===== config.mk =====
export PLATFORM = sky130hd
export DESIGN_NAME = slcd_ctrl
export DESIGN_NICKNAME = d
export VERILOG_FILES = /design/src/hw/slcd_pkg.sv /design/src/hw/slcd_edge_sync.sv /design/src/hw/slcd_clk_gen.sv /design/src/hw/slcd_ctrl.sv
export SDC_FILE = /design/constraint.sdc
export NUM_CORES = 1
export LEC_CHECK = 0
export ABC_CLOCK_PERIOD_IN_PS = 3180
export BUFFER_PORTS_ARGS = -buffer_cell sky130_fd_sc_hd__buf_2
export CAP_MARGIN = 40
export CORE_AREA = 2 2 104 147
export CTS_BUF_LIST = sky130_fd_sc_hd__clkbuf_8
export DETAILED_ROUTE_END_ITERATION = 6
export DIE_AREA = 0 0 106 149
export PLACE_DENSITY = 0.66
export SYNTH_ARGS = -nofsm -noshare
export SYNTH_HDL_FRONTEND = slang
export SYNTH_HIERARCHICAL = 1
export SYNTH_SLANG_ARGS = --single-unit

===== constraint.sdc =====
create_clock -name pclk -period 3.18 [get_ports pclk]
set_input_delay 0.318 -clock pclk [delete_from_list [all_inputs] [get_ports pclk]]
set_output_delay 0.318 -clock pclk [all_outputs]
set_load 0.02 [all_outputs]

===== src/hw/slcd_pkg.sv =====
// Package with register map, field layout and timing constants of the LCD control
package slcd_pkg;
    // ==================================================================
    // Register indices (byte address is four times the index)
    localparam logic [9:0] IDX_CTRL_A = 10'h0e4;
    localparam logic [9:0] IDX_CTRL_B = 10'h0e5;
    localparam logic [9:0] IDX_FRAME = 10'h0e6;
    localparam int ADDR_W = 12;
    localparam logic [11:0] ADDR_CTRL_A = {IDX_CTRL_A, 2'b00};
    localparam logic [11:0] ADDR_CTRL_B = {IDX_CTRL_B, 2'b00};
    localparam logic [11:0] ADDR_FRAME = {IDX_FRAME, 2'b00};

    // ==================================================================
    // Control register A fields
    localparam int A_EN = 7;
    localparam int A_WAVE = 6;
    localparam int A_FLAG = 4;
    localparam int A_IE = 3;
    localparam int A_BLANK = 0;
    // Control register B fields
    localparam int B_CS = 7;
    localparam int B_HALF = 6;
    localparam int B_DUTY_LO = 4;
    localparam int B_PM_LO = 0;
    localparam int B_PM_TOP = 3;
    // Frame rate register fields
    localparam int F_PS_LO = 4;
    localparam int F_CD_LO = 0;
    // Reset value of every register
    localparam logic [7:0] REG_RESET = 8'h00;

    // ==================================================================
    // Duty codes and last frame phases (frame length minus one) in prescaled clock ticks
    localparam logic [1:0] DUTY_STATIC = 2'h0;
    localparam logic [1:0] DUTY_THIRD = 2'h2;
    localparam logic [2:0] FRAME_K_STD = 3'h7;
    localparam logic [2:0] FRAME_K_THIRD = 3'h5;
    // Prescaler width and segment pin count
    localparam int PRE_W = 12;
    localparam int SEG_N = 40;
    localparam int COM_N = 4;
    // Segment counts per port mask code
    localparam logic [5:0] SEG_BASE = 6'h0d;
    localparam logic [5:0] SEG_BASE_HI = 6'h1b;
    localparam logic [5:0] SEG_C6 = 6'h18;
    localparam logic [5:0] SEG_C7 = 6'h19;
    localparam logic [5:0] SEG_C15 = 6'h28;

    // Controller run states: idle and running
    typedef enum logic [1:0] {SLCD_IDLE, SLCD_RUN} slcd_state_t;
endpackage


===== src/hw/slcd_edge_sync.sv =====
// Two-flop synchroniser and rising-edge detector for the slow LCD clock
`timescale 1ns/1ps
module slcd_edge_sync (
    input wire logic pclk,
    input wire logic presetn,
    input wire logic ce,
    input wire logic async_in,
    output logic rise
);
    // ==================================================================
    // Synchroniser stages and edge history
    logic meta; // First stage, read only by the second stage
    logic stab; // Second stage
    logic hist; // Previous stable level

    // Resample the foreign clock and catch its rising edges
    always_ff @(posedge pclk or negedge presetn) begin
        if (!presetn) begin
            meta <= 1'b0;
            stab <= 1'b0;
            hist <= 1'b0;
            rise <= 1'b0;
        end else if (ce) begin
            meta <= async_in;
            stab <= meta;
            hist <= stab;
            rise <= stab & ~hist;
        end
    end
endmodule


===== src/hw/slcd_clk_gen.sv =====
// Prescaler and clock divider producing the prescaled display clock tick
`timescale 1ns/1ps
module slcd_clk_gen (
    input wire logic pclk,
    input wire logic presetn,
    input wire logic ce,
    input wire logic run,
    input wire logic lcd_tick,
    input wire logic [2:0] prescaler_tap,
    input wire logic [2:0] clock_divider_sel,
    output logic prescaled_display_clock
);
    // ==================================================================
    // Counters
    logic [slcd_pkg::PRE_W-1:0] pre_cnt; // Free prescaler
    logic [2:0] div_cnt; // Divider count
    logic [slcd_pkg::PRE_W-1:0] tap_mask; // Low bits that must be all ones
    logic tap_hit; // Prescaler tap fires

    // Tap code to mask: 16, 64, 128 .. 4096
    function automatic logic [slcd_pkg::PRE_W-1:0] tap_fn(input logic [2:0] c);
        logic [slcd_pkg::PRE_W-1:0] m;
        m = {slcd_pkg::PRE_W{1'b1}};
        if (c == 3'h0)
            tap_fn = m >> (slcd_pkg::PRE_W - 4);
        else
            tap_fn = m >> (slcd_pkg::PRE_W - 5 - int'(c));
    endfunction

    assign tap_mask = tap_fn(prescaler_tap);
    assign tap_hit = lcd_tick && ((pre_cnt & tap_mask) == tap_mask);

    // Prescaler, then divide by field plus one
    always_ff @(posedge pclk or negedge presetn) begin
        if (!presetn) begin
            pre_cnt <= '0;
            div_cnt <= 3'h0;
            prescaled_display_clock <= 1'b0;
        end else if (ce) begin
            if (!run) begin
                pre_cnt <= '0;
                div_cnt <= 3'h0;
                prescaled_display_clock <= 1'b0;
            end else begin
                if (lcd_tick)
                    pre_cnt <= pre_cnt + 1'b1;
                prescaled_display_clock <= 1'b0;
                if (tap_hit) begin
                    if (div_cnt >= clock_divider_sel) begin
                        div_cnt <= 3'h0;
                        prescaled_display_clock <= 1'b1;
                    end else begin
                        div_cnt <= div_cnt + 3'h1;
                    end
                end
            end
        end
    end
endmodule


===== src/hw/slcd_ctrl.sv =====
// Segment LCD controller: APB registers, frame timing and pin control
//
// Design decision made here: register access over APB.
`timescale 1ns/1ps
// Contract
// - Enable bit starts drive, clearing stops at once
// - Disabled: pins return to port function
// - Waveform select takes effect at next frame
// - Frame flag set when display data latched
// - Interrupt when flag, enable and global enable
// - Flag cleared by vector or writing one
// - Low-power waveform sets flag every second frame
// - Reserved bits always read zero
// - Blanking grounds all pins after current frame
// - Clock select: system or asynchronous clock
// - Async source: oscillator or external input
// - Bias select: one third or half
// - Duty field picks number of commons
// - Unused commons stay port pins
// - Static duty always uses static bias
// - Port mask sets driven segment count
// - Segments above mask stay port pins
// - Narrow variant: mask top bit reads zero
// - Prescaler tap divides by 16 to 4096
// - Tap feeds divider, giving prescaled clock
// - Divider factor is field plus one
// - Frame is K prescaled ticks, K 8 or 6
// - Blank and waveform captured before each latched frame
// - Low-power mode latches every second frame
module slcd_ctrl #(
    parameter bit WIDE_VARIANT = 1'b1
) (
    input wire logic pclk,
    input wire logic presetn,
    input wire logic ce,
    input wire logic psel,
    input wire logic penable,
    input wire logic pwrite,
    input wire logic [11:0] paddr,
    input wire logic [31:0] pwdata,
    output logic [31:0] prdata,
    output logic pready,
    output logic pslverr,
    input wire logic global_irq_enable,
    input wire logic irq_vector_ack,
    input wire logic ext_clock_input_sel,
    input wire logic timer_osc_clk,
    input wire logic ext_clk_in,
    output logic frame_irq,
    output logic [3:0] com_drive_en,
    output logic [39:0] seg_drive_en,
    output logic lcd_grounded,
    output logic wave_low_power,
    output logic bias_half,
    output logic bias_static,
    output logic [2:0] frame_phase
);
    // ==================================================================
    // Register state
    logic display_drive_on; // Controller enable
    logic low_power_wave_sel; // Requested waveform
    logic frame_start_flag; // Sticky start-of-frame flag
    logic frame_irq_enable; // Start-of-frame interrupt enable
    logic blank_request; // Requested blanking
    logic async_clock_sel; // LCD clock source
    logic half_bias_sel; // Half bias request
    logic [1:0] duty_select; // Common multiplex
    logic [3:0] segment_pin_mask; // Segment pin count code
    logic [2:0] prescaler_tap; // Prescaler tap code
    logic [2:0] clock_divider_sel; // Divider minus one
    // Working copies taken at the frame latch, pair tracking and run state
    logic wave_cur; // Waveform in force
    logic blank_cur; // Blanking in force
    logic pair_second; // Next frame closes a low-power pair
    slcd_pkg::slcd_state_t state; // Running or idle

    // ==================================================================
    // Bus decode
    logic sel_a; // Control register A addressed
    logic sel_b; // Control register B addressed
    logic sel_f; // Frame rate register addressed
    logic hit; // Any register addressed
    logic acc_start; // First access cycle, answer is prepared
    logic wr_done; // Completing write edge
    logic wr_a; // Write to control A
    logic wr_b; // Write to control B
    logic wr_f; // Write to frame rate register
    logic [7:0] rd_a; // Read image of control A
    logic [7:0] rd_b; // Read image of control B
    logic [7:0] rd_f; // Read image of frame rate register
    logic [7:0] rd_mux; // Selected read image
    logic [3:0] pm_wr; // Mask value accepted on write

    assign sel_a = (paddr == slcd_pkg::ADDR_CTRL_A);
    assign sel_b = (paddr == slcd_pkg::ADDR_CTRL_B);
    assign sel_f = (paddr == slcd_pkg::ADDR_FRAME);
    assign hit = sel_a | sel_b | sel_f;
    assign acc_start = ce & psel & penable & ~pready;
    assign wr_done = ce & psel & penable & pready & pwrite & ~pslverr;
    assign wr_a = wr_done & sel_a;
    assign wr_b = wr_done & sel_b;
    assign wr_f = wr_done & sel_f;

    // Reserved bits are held at zero in every image
    assign rd_a = {display_drive_on, low_power_wave_sel, 1'b0,
                   frame_start_flag, frame_irq_enable, 2'b00,
                   blank_request};
    assign rd_b = {async_clock_sel, half_bias_sel, duty_select,
                   segment_pin_mask};
    assign rd_f = {1'b0, prescaler_tap, 1'b0, clock_divider_sel};
    assign rd_mux = sel_a ? rd_a : (sel_b ? rd_b : (sel_f ? rd_f : 8'h00));

    // Narrow variant keeps the top mask bit at zero
    assign pm_wr = WIDE_VARIANT ? pwdata[slcd_pkg::B_PM_LO +: 4] :
        {1'b0, pwdata[slcd_pkg::B_PM_LO +: 3]};

    // ==================================================================
    // Clock source and prescaler
    logic async_src; // Chosen asynchronous source
    logic async_rise; // Resynchronised edge of it
    logic lcd_tick; // One LCD clock period elapsed
    logic ps_tick; // Prescaled display clock tick
    logic run; // Controller running

    assign async_src = ext_clock_input_sel ? ext_clk_in : timer_osc_clk;
    assign lcd_tick = async_clock_sel ? async_rise : 1'b1;
    assign run = (state == slcd_pkg::SLCD_RUN);

    slcd_edge_sync u_sync (
        .pclk(pclk),
        .presetn(presetn),
        .ce(ce),
        .async_in(async_src),
        .rise(async_rise)
    );

    slcd_clk_gen u_clk (
        .pclk(pclk),
        .presetn(presetn),
        .ce(ce),
        .run(run),
        .lcd_tick(lcd_tick),
        .prescaler_tap(prescaler_tap),
        .clock_divider_sel(clock_divider_sel),
        .prescaled_display_clock(ps_tick)
    );

    // ==================================================================
    // Frame timing
    logic [2:0] frame_last; // Last phase of a frame
    logic frame_tick; // Frame boundary
    logic latch_evt; // Working copies and flag updated
    logic flag_clr; // Flag clear request
    logic next_flag; // Next flag value

    // Frame length depends on duty
    function automatic logic [2:0] frame_len(input logic [1:0] d);
        frame_len = (d == slcd_pkg::DUTY_THIRD) ? slcd_pkg::FRAME_K_THIRD :
            slcd_pkg::FRAME_K_STD;
    endfunction

    assign frame_last = frame_len(duty_select);
    assign frame_tick = run & ps_tick & (frame_phase >= frame_last);
    assign latch_evt = frame_tick & (~wave_cur | pair_second);

    // Set wins over the clear in the same cycle
    assign flag_clr = irq_vector_ack |
        (wr_a & pwdata[slcd_pkg::A_FLAG]);
    assign next_flag = latch_evt | (frame_start_flag & ~flag_clr);

    // ==================================================================
    // Pin enables
    logic [3:0] com_mask; // Commons used by duty
    logic [39:0] seg_mask; // Segments used by port mask

    // Duty code to used commons
    function automatic logic [3:0] com_fn(input logic [1:0] d);
        com_fn = 4'hf >> (2'h3 - d);
    endfunction

    // Port mask code to driven segment pins
    function automatic logic [39:0] seg_fn(input logic [3:0] c);
        logic [5:0] n;
        n = slcd_pkg::SEG_C15;
        if (c < 4'h6)
            n = slcd_pkg::SEG_BASE + {1'b0, c, 1'b0};
        else if (c == 4'h6)
            n = slcd_pkg::SEG_C6;
        else if (c == 4'h7)
            n = slcd_pkg::SEG_C7;
        else if (c != 4'hf)
            n = slcd_pkg::SEG_BASE_HI + {1'b0, c - 4'h8, 1'b0};
        seg_fn = {slcd_pkg::SEG_N{1'b1}} >> (6'(slcd_pkg::SEG_N) - n);
    endfunction

    assign com_mask = com_fn(duty_select);
    assign seg_mask = seg_fn(segment_pin_mask);

    // ==================================================================
    // APB answer: one wait cycle, then pready for one cycle
    always_ff @(posedge pclk or negedge presetn) begin
        if (!presetn) begin
            pready <= 1'b0;
            pslverr <= 1'b0;
            prdata <= '0;
        end else if (ce) begin
            pready <= acc_start;
            if (acc_start) begin
                pslverr <= ~hit;
                prdata <= {24'h000000, rd_mux};
            end else begin
                pslverr <= 1'b0;
            end
        end
    end

    // Register writes from the bus
    always_ff @(posedge pclk or negedge presetn) begin
        if (!presetn) begin
            {display_drive_on, low_power_wave_sel} <= 2'b00;
            frame_irq_enable <= 1'b0;
            blank_request <= 1'b0;
            {async_clock_sel, half_bias_sel, duty_select,
             segment_pin_mask} <= slcd_pkg::REG_RESET;
            {prescaler_tap, clock_divider_sel} <= 6'h00;
        end else if (ce) begin
            if (wr_a) begin
                display_drive_on <= pwdata[slcd_pkg::A_EN];
                low_power_wave_sel <= pwdata[slcd_pkg::A_WAVE];
                frame_irq_enable <= pwdata[slcd_pkg::A_IE];
                blank_request <= pwdata[slcd_pkg::A_BLANK];
            end
            if (wr_b) begin
                async_clock_sel <= pwdata[slcd_pkg::B_CS];
                half_bias_sel <= pwdata[slcd_pkg::B_HALF];
                duty_select <= pwdata[slcd_pkg::B_DUTY_LO +: 2];
                segment_pin_mask <= pm_wr;
            end
            if (wr_f) begin
                prescaler_tap <= pwdata[slcd_pkg::F_PS_LO +: 3];
                clock_divider_sel <= pwdata[slcd_pkg::F_CD_LO +: 3];
            end
        end
    end

    // Run state: stops at once when enable clears
    always_ff @(posedge pclk or negedge presetn) begin
        if (!presetn) begin
            state <= slcd_pkg::SLCD_IDLE;
        end else if (ce) begin
            case (state)
                slcd_pkg::SLCD_IDLE: begin
                    if (display_drive_on)
                        state <= slcd_pkg::SLCD_RUN;
                end
                slcd_pkg::SLCD_RUN: begin
                    if (!display_drive_on)
                        state <= slcd_pkg::SLCD_IDLE;
                end
                default: state <= slcd_pkg::SLCD_IDLE;
            endcase
        end
    end

    // Frame phase, pair tracking and working copies
    always_ff @(posedge pclk or negedge presetn) begin
        if (!presetn) begin
            frame_phase <= 3'h0;
            pair_second <= 1'b0;
            wave_cur <= 1'b0;
            blank_cur <= 1'b0;
            frame_start_flag <= 1'b0;
        end else if (ce) begin
            frame_start_flag <= next_flag;
            if (!run) begin
                frame_phase <= 3'h0;
                pair_second <= 1'b0;
            end else if (ps_tick) begin
                frame_phase <= frame_tick ? 3'h0 : frame_phase + 3'h1;
                if (frame_tick)
                    pair_second <= wave_cur & ~pair_second;
            end
            if (latch_evt) begin
                wave_cur <= low_power_wave_sel;
                blank_cur <= blank_request;
            end
        end
    end

    // Registered pin controls and interrupt request
    always_ff @(posedge pclk or negedge presetn) begin
        if (!presetn) begin
            frame_irq <= 1'b0;
            com_drive_en <= 4'h0;
            seg_drive_en <= '0;
            lcd_grounded <= 1'b0;
            wave_low_power <= 1'b0;
            bias_half <= 1'b0;
            bias_static <= 1'b0;
        end else if (ce) begin
            frame_irq <= frame_start_flag & frame_irq_enable &
                global_irq_enable;
            com_drive_en <= display_drive_on ? com_mask : 4'h0;
            seg_drive_en <= display_drive_on ? seg_mask : '0;
            lcd_grounded <= display_drive_on & blank_cur;
            wave_low_power <= wave_cur;
            bias_static <= (duty_select == slcd_pkg::DUTY_STATIC);
            bias_half <= half_bias_sel &
                (duty_select != slcd_pkg::DUTY_STATIC);
        end
    end
endmodule


==> results.sh, run 1 <==
export IMPL_outcome="complete, no violations"
export IMPL_ir_drop_mv=0.2798
export IMPL_layout_setup_ws_ns=0.3792
export IMPL_worstPathMaxFanout=9
export IMPL_total_power_uw=2427
export IMPL_htree_num_levels=3
export IMPL_hold_viol_final=0
export IMPL_grt_usage_pct=16.87
export IMPL_diodes=0
export IMPL_totalNegativeSetupSlack_ns=0
export IMPL_vias=4161
export IMPL_clkLatencyLatePin_ns=0.36
export IMPL_syn_area_mm2=0.005414
export IMPL_ant_nets=0
export IMPL_grt_overflow=0
export IMPL_period_minus_slack_ns=2.801
export IMPL_cts_sinks=105
export IMPL_placementRows=53
export IMPL_ys_flop_type="dfrtp_1"
export IMPL_place_ws_ns=0.1561
export IMPL_die_area_mm2=0.01579
export IMPL_grt_pass1_wl_mm=21.21
export IMPL_synth_enable_flop_cells=0
export IMPL_final_util_pct=42.73
export IMPL_fp_dieH_um=149
export IMPL_cts_reportedPaths_clkPinSlew_ns=0.11
export IMPL_setup_violations=0
export IMPL_dp_hpwl_mm=9.527
export IMPL_synthArstFlopShare_pct=100.0
export IMPL_drc=0
export IMPL_io_buffers=92
export IMPL_tightest_slew_ns=0.6778
export IMPL_regArea_mm2=0.002630
export IMPL_drv_cap=0
export IMPL_path_class="reg -> reg"
export IMPL_drive_gt1_share_pct=26.26
export IMPL_cts_made_buffers=9
export IMPL_rsz0062_at_grt="no"
export IMPL_crit_arrival_ns=3.08
export IMPL_syn2layout_area_growth_pct=15.67
export IMPL_synth_area_leaders="dfrtp_1 (49%), mux2_2 (5.2%), o2bb2ai_1 (5.0%)"
export IMPL_fmax_mhz=357.0
export IMPL_synth_cells=523
export IMPL_ios=141
export IMPL_antenna_found_initial=1
export IMPL_start_util_pct=36.94
export IMPL_yosysMostFrequentCell="dfrtp_1"
export IMPL_ys_warn_count=6
export IMPL_p_leak_uw=0.003036
export IMPL_final_nets=682
export IMPL_die_w_um=106
export IMPL_grt_max_degree=70
export IMPL_routed_wl_mm=12.89
export IMPL_slew_viol_final=0
export IMPL_met2_usage_pct=29.52
export IMPL_required_ns=3.46
export IMPL_multi_input_area_mm2=0.002449
export IMPL_start_kind="flop"
export IMPL_place_gp_congestion=0.8333
export IMPL_cts_root_buf="clkbuf_8"
export IMPL_viasPerCell=5.143
export IMPL_cp_end_kind="flop"
export IMPL_dr_pass1_iters=4
export IMPL_maxSlewHeadroom_pct=54.75
export IMPL_fill_cells=1450
export IMPL_yosysTopAreaCell="dfrtp_1"
export IMPL_grt_met3_usage_pct=4.063
export IMPL_cts_setup_buffers=0
export IMPL_period_share_pct=88.08
export IMPL_grt_pass1_vias=4083
export IMPL_coreArea_mm2=0.01466
export IMPL_synth_avg_cell_area_um2=10.35
export IMPL_cts_tree="done"
export IMPL_drt_first_iter_violations=193
export IMPL_synth_seq_cells=105
export IMPL_synth_top_area_share_pct=48.53
export IMPL_ys_types=68
export IMPL_whs_ns=0.2041
export IMPL_routedWlPerCell_um=15.93
export IMPL_clock_path_buffers=2
export IMPL_grtUsageMet1_pct=20.73
export IMPL_hold_class="in -> reg"
export IMPL_fin_skew_ns=0.01319
export IMPL_grt_busiest_layer="met2"
export IMPL_synthTopCellsByCount="dfrtp_1 (105), nand2_1 (41), inv_1 (39)"
export IMPL_power_density_mw_per_mm2=387.5
export IMPL_yosysSeqAreaShare_pct=48.53
report_power, final:
group | leakage [uW] | total (uW) | switching (uW) | internal [uW]
combinational | 0.00147 | 136 | 99.0 | 36.7
sequential | 0.00145 | 1350 | 7.06 | 1350
clock | 0.000117 | 939 | 470 | 469
repair_timing:
action                                  CTS  global route
endpoints found under the setup margin    0            15
hold endpoints to repair                 20             0
hold buffers                              1             0
resized for setup                         0             4
path summary, 6_finish.rpt:
| kind | cells after the start | start | endpoint | slack [ns] |
|---|---|---|---|---|
| setup / recovery | 12 | segment_pin_mask[0] | seg_drive_en[7] | 0.38 |
| hold / removal | 2 | pwdata[3] | frame_irq_enable | 0.20 |
| setup reg to reg | 12 | segment_pin_mask[0] | seg_drive_en[7] | 0.38 |
| hold reg to reg | 1 | com_drive_en[0] | com_drive_en[0] | 0.49 |
| max in group asynchronous | 4 | presetn | seg_drive_en[5] | 2.04 |
| min in group asynchronous | 2 | presetn | u_clk/pre_cnt[10] | 0.30 |
through the flow:
step                      std cells  instance area [um^2]
after floorplan                 546                  5500
after global placement          791                  5986
after detailed placement        792                  6013
after CTS                       809                  6248
after global routing            809                  6262
final                           809                  6262
layer usage:
metal	wire length [um]	vias up
li1	-	1981
met1	5441	2052
met2	6572	113
met3	681	13
met4	179	2
met5	13	-
cell families after synthesis:
kind of cell    Yosys count  synth area share, %
flops                   105                48.53
other cells               1              0.06927
xor+xnor                 14                2.265
fa+ha+maj                15                3.467
buf+inv                  88                8.042
mux                      33                6.748
simple gates            144                13.57
compound gates          123                17.31
final cells by class:
| cell class | instances | share of cell area (%) |
|---|---|---|
| sequential | 105 | 42.00 |
| clock buffer | 10 | 2.198 |
| clock inverter | 6 | 1.399 |
| timing repair buffer | 103 | 9.071 |
| multi-input combinational | 353 | 39.10 |
| tap | 192 | 3.836 |
| inverter | 40 | 2.398 |
layout by cell type, fill, tap and decap left out, types with 8 or more instances in the layout:
cell / netlist / routed
dfrtp_1: 105 / 103
buf_2: 6 / 91
nand2_1: 41 / 41
inv_1: 39 / 39
nor2_1: 34 / 34
o2bb2ai_1: 31 / 31
mux2_2: 25 / 25
conb_1: 1 / 24
o21ai_0: 22 / 22
ha_1: 15 / 15
a21oi_1: 13 / 13
nand3_1: 12 / 12
xor2_1: 10 / 10
nor3_1: 10 / 10
clkbuf_8: 0 / 10
buf_4: 26 / 10
o221ai_1: 9 / 9
o31ai_1: 8 / 8
worst max-delay path: stages (launching register included):
cell	delay, ns
dfrtp_2	0.46
inv_1	0.06
ha_1	0.25
nor2b_1	0.19
a21oi_1	0.10
o31a_1	0.29
ha_1	0.23
inv_1	0.11
a2111oi_4	0.07
or2_1	0.29
nor3b_2	0.33
o21ai_4	0.15
o221ai_1	0.21
sequential cells by signal, summed over array words and instances, names as in the netlist, 2 cells and up:
name and flops:
seg_drive_en 40, segment_pin_mask 4, duty_select 2, u_clk/div_cnt 3
clock_divider_sel 3, prdata 8, u_clk/pre_cnt 12, com_drive_en 4
prescaler_tap 3, frame_phase 3
(Power assumes the default switching activity.)
==> run 2: changes to the inputs <==
Settings changed: CORE_AREA 2 2 104 147 to 2 2 112 157, DIE_AREA 0 0 106 149 to 0 0 114 159, GPL_TIMING_DRIVEN from default to 0, PLACE_DENSITY 0.66 to 0.59.
==> run 2 against run 1 <==
Net effect: utilization shrank 4.1 points; critical path type unchanged; via count grew 2.8%; sequential power is essentially flat; clock-buffer cell count is the same.
==> results.sh, run 2 (same netlist as run 1, synthesis figures left out) <==
export IMPL_outcome="complete, no violations"
export IMPL_final_common_cell="dfrtp_1"
export IMPL_grt_pass1_vias=4173
export IMPL_drt_first_iter_violations=202
export IMPL_setup_violations=0
export IMPL_required_ns=3.42
export IMPL_layout_setup_ws_ns=0.3014
export IMPL_grt_usage_pct=15.42
export IMPL_cts_sinks=105
export IMPL_place_area_mm2=0.006235
export IMPL_die_area_mm2=0.01813
export IMPL_tightest_slew_ns=0.6815
export IMPL_largest_register_ffs=40
export IMPL_path_class="reg -> reg"
export IMPL_period_share_pct=90.52
export IMPL_power_net_switching_uw=569.2
export IMPL_min_from="pwdata[1]"
export IMPL_fin_skew_ns=0.01378
export IMPL_dp_hpwl_mm=10.31
export IMPL_stdcell_area_mm2=0.006446
export IMPL_totalNegativeSetupSlack_ns=0
export IMPL_syn2layout_area_growth_pct=19.07
export IMPL_grt_pass1_wl_mm=22.18
export IMPL_largest_registers="seg_drive_en (40), u_clk/pre_cnt (12), prdata (8)"
export IMPL_clock_path_buffers=2
export IMPL_p_leak_uw=0.003170
export IMPL_hold_viol_final=0
export IMPL_grt_overflow=0
export IMPL_cts_root_buf="clkbuf_8"
export IMPL_cts_tree="done"
export IMPL_clkLatencyLatePin_ns=0.38
export IMPL_ant_nets=0
export IMPL_dr_pass1_iters=4
export IMPL_cp_end_kind="flop"
export IMPL_fp_dieH_um=159
export IMPL_drive_gt1_share_pct=27.94
export IMPL_power_internal_uw=1702
export IMPL_path_buf_inv=2
export IMPL_crit_path_top_delay_cell="dfrtp_1"
export IMPL_maxSlewHeadroom_pct=54.57
export IMPL_p_seq_share_pct=59.5
export IMPL_coreArea_mm2=0.01668
export IMPL_antenna_found_initial=1
export IMPL_start_kind="flop"
export IMPL_vias=4277
export IMPL_clockPowerShare_pct=33.4
export IMPL_viasPerCell=4.979
export IMPL_place_ws_ns=0.08938
export IMPL_crit_arrival_ns=3.12
export IMPL_dp_cells=840
export IMPL_worstPathMaxFanout=10
export IMPL_htree_num_levels=3
export IMPL_r2r_start="segment_pin_mask[3]"
export IMPL_final_nets=721
export IMPL_final_cell_mix="dfrtp_1 (105), buf_2 (95), nand2_1 (41), inv_1 (40), nor2_1 (34)"
export IMPL_ir_drop_mv=0.1680
export IMPL_stdcell_count=859
export IMPL_cp_top_family="compound AO/OA/AOI/OAI gates"
export IMPL_fmax_mhz=347.4
export IMPL_routed_wl_mm=13.79
export IMPL_rsz0062_at_grt="no"
export IMPL_period_minus_slack_ns=2.879
export IMPL_die_w_um=114
export IMPL_power_density_mw_per_mm2=352.4
export IMPL_start_util_pct=32.47
export IMPL_cts_made_buffers=9
export IMPL_path_cells="buf_4 -> xor2_1 -> a22oi_1 -> o31a_1 -> ha_1 -> inv_1 -> a2111oi_4 -> or2_1 -> nor3b_2 -> o21ai_2 -> o221ai_1"
export IMPL_io_buffers=90
export IMPL_max_flop_register="seg_drive_en"
export IMPL_hold_class="in -> reg"
export IMPL_cts_reportedPaths_clkPinSlew_ns=0.10
export IMPL_drv_cap=0
export IMPL_slew_viol_final=0
export IMPL_place_gp_congestion=0.8243
export IMPL_switching_share_pct=25.06
export IMPL_routedWlPerCell_um=16.05
export IMPL_drc=0
export IMPL_ios=141
export IMPL_cp_startpoint="segment_pin_mask[3]"
export IMPL_combinationalPowerShare_pct=7.1
export IMPL_placementRows=56
export IMPL_slowest_delay_ns=0.49
export IMPL_grt_max_degree=65
-- run 2: cell types whose count changed in the layout (fill, tap and decap cells not counted), sizes merged --
cell | previous run | this run
buf | 102 | 127
clkinv | 2 | 3
bufinv | 2 | 0
diode | 0 | 1
clkbuf | 10 | 24
-- run 2: final timing paths --
kind / to / slack, ns / depth (start not counted)
min in group asynchronous: prdata[6] / 0.47 / 2
hold reg to reg: prdata[7] / 0.48 / 2
max in group asynchronous: seg_drive_en[29] / 1.99 / 3
setup / recovery: seg_drive_en[1] / 0.30 / 11
hold / removal: segment_pin_mask[1] / 0.19 / 2
setup reg to reg: seg_drive_en[1] / 0.30 / 11
-- run 2: power by group through the flow --
stage | Combinational, uW | Sequential, uW | Clock, uW
after floorplan | 87.4 | 1380 | 0
after global placement | 155 | 1380 | 0
after detailed placement | 163 | 1380 | 0
after CTS | 164 | 1350 | 791
after global routing | 179 | 1350 | 847
final | 161 | 1350 | 759
-- run 2: through the flow --
| step | util, % | power [uW] | hold slack [ns] |
|---|---|---|---|
| finish | 38.66 | 2272 | 0.1941 |
| global route | 38.66 | 2379 | 0.1738 |
| CTS | 38.46 | 2307 | 0.1761 |
| detailed placement | 37.39 | 1541 | 0.3568 |
| global placement | 37.21 | 1532 | 0.4658 |
| floorplan | - | 1467 | 0.02241 |
-- run 2: timing repair --
item / in CTS / in global routing
hold endpoints to repair: 41 / 0
setup buffers: 0 / 3
resized for setup: 0 / 2
endpoints found under the setup margin: 0 / 24
hold buffers: 1 / 0
-- run 2: worst reg2reg max path, stage by stage (launching register included) --
cell and delay (ns):
dfrtp_1 0.49, buf_4 0.23, xor2_1 0.15, a22oi_1 0.19
o31a_1 0.20, ha_1 0.18, inv_1 0.08, a2111oi_4 0.32
or2_1 0.24, nor3b_2 0.08, o21ai_2 0.38, o221ai_1 0.21
-- run 2: cell type report --
| class | instances | area (um^2) |
|---|---|---|
| Fill cell | 1700 | 10230 |
| Sequential cell | 105 | 2628 |
| Multi-Input combinational cell | 353 | 2449 |
| Timing Repair Buffer | 95 | 513.0 |
| Buffer | 47 | 281.5 |
| Tap cell | 203 | 254.0 |
| Inverter | 40 | 150.1 |
| Clock buffer | 10 | 137.6 |
| Clock inverter | 5 | 31.28 |
| Antenna cell | 1 | 2.502 |
-- run 2: per-layer routing --
| layer | vias to the layer above | GRT usage, % | share of wire [%] |
|---|---|---|---|
| li1 | 2054 | - | - |
| met1 | 2110 | 19.55 | 43 |
| met2 | 102 | 26.33 | 52 |
| met3 | 11 | 3.464 | 4.6 |
| met4 | 0 | 4.157 | 1.0 |
| met5 | - | 0 | 0 |
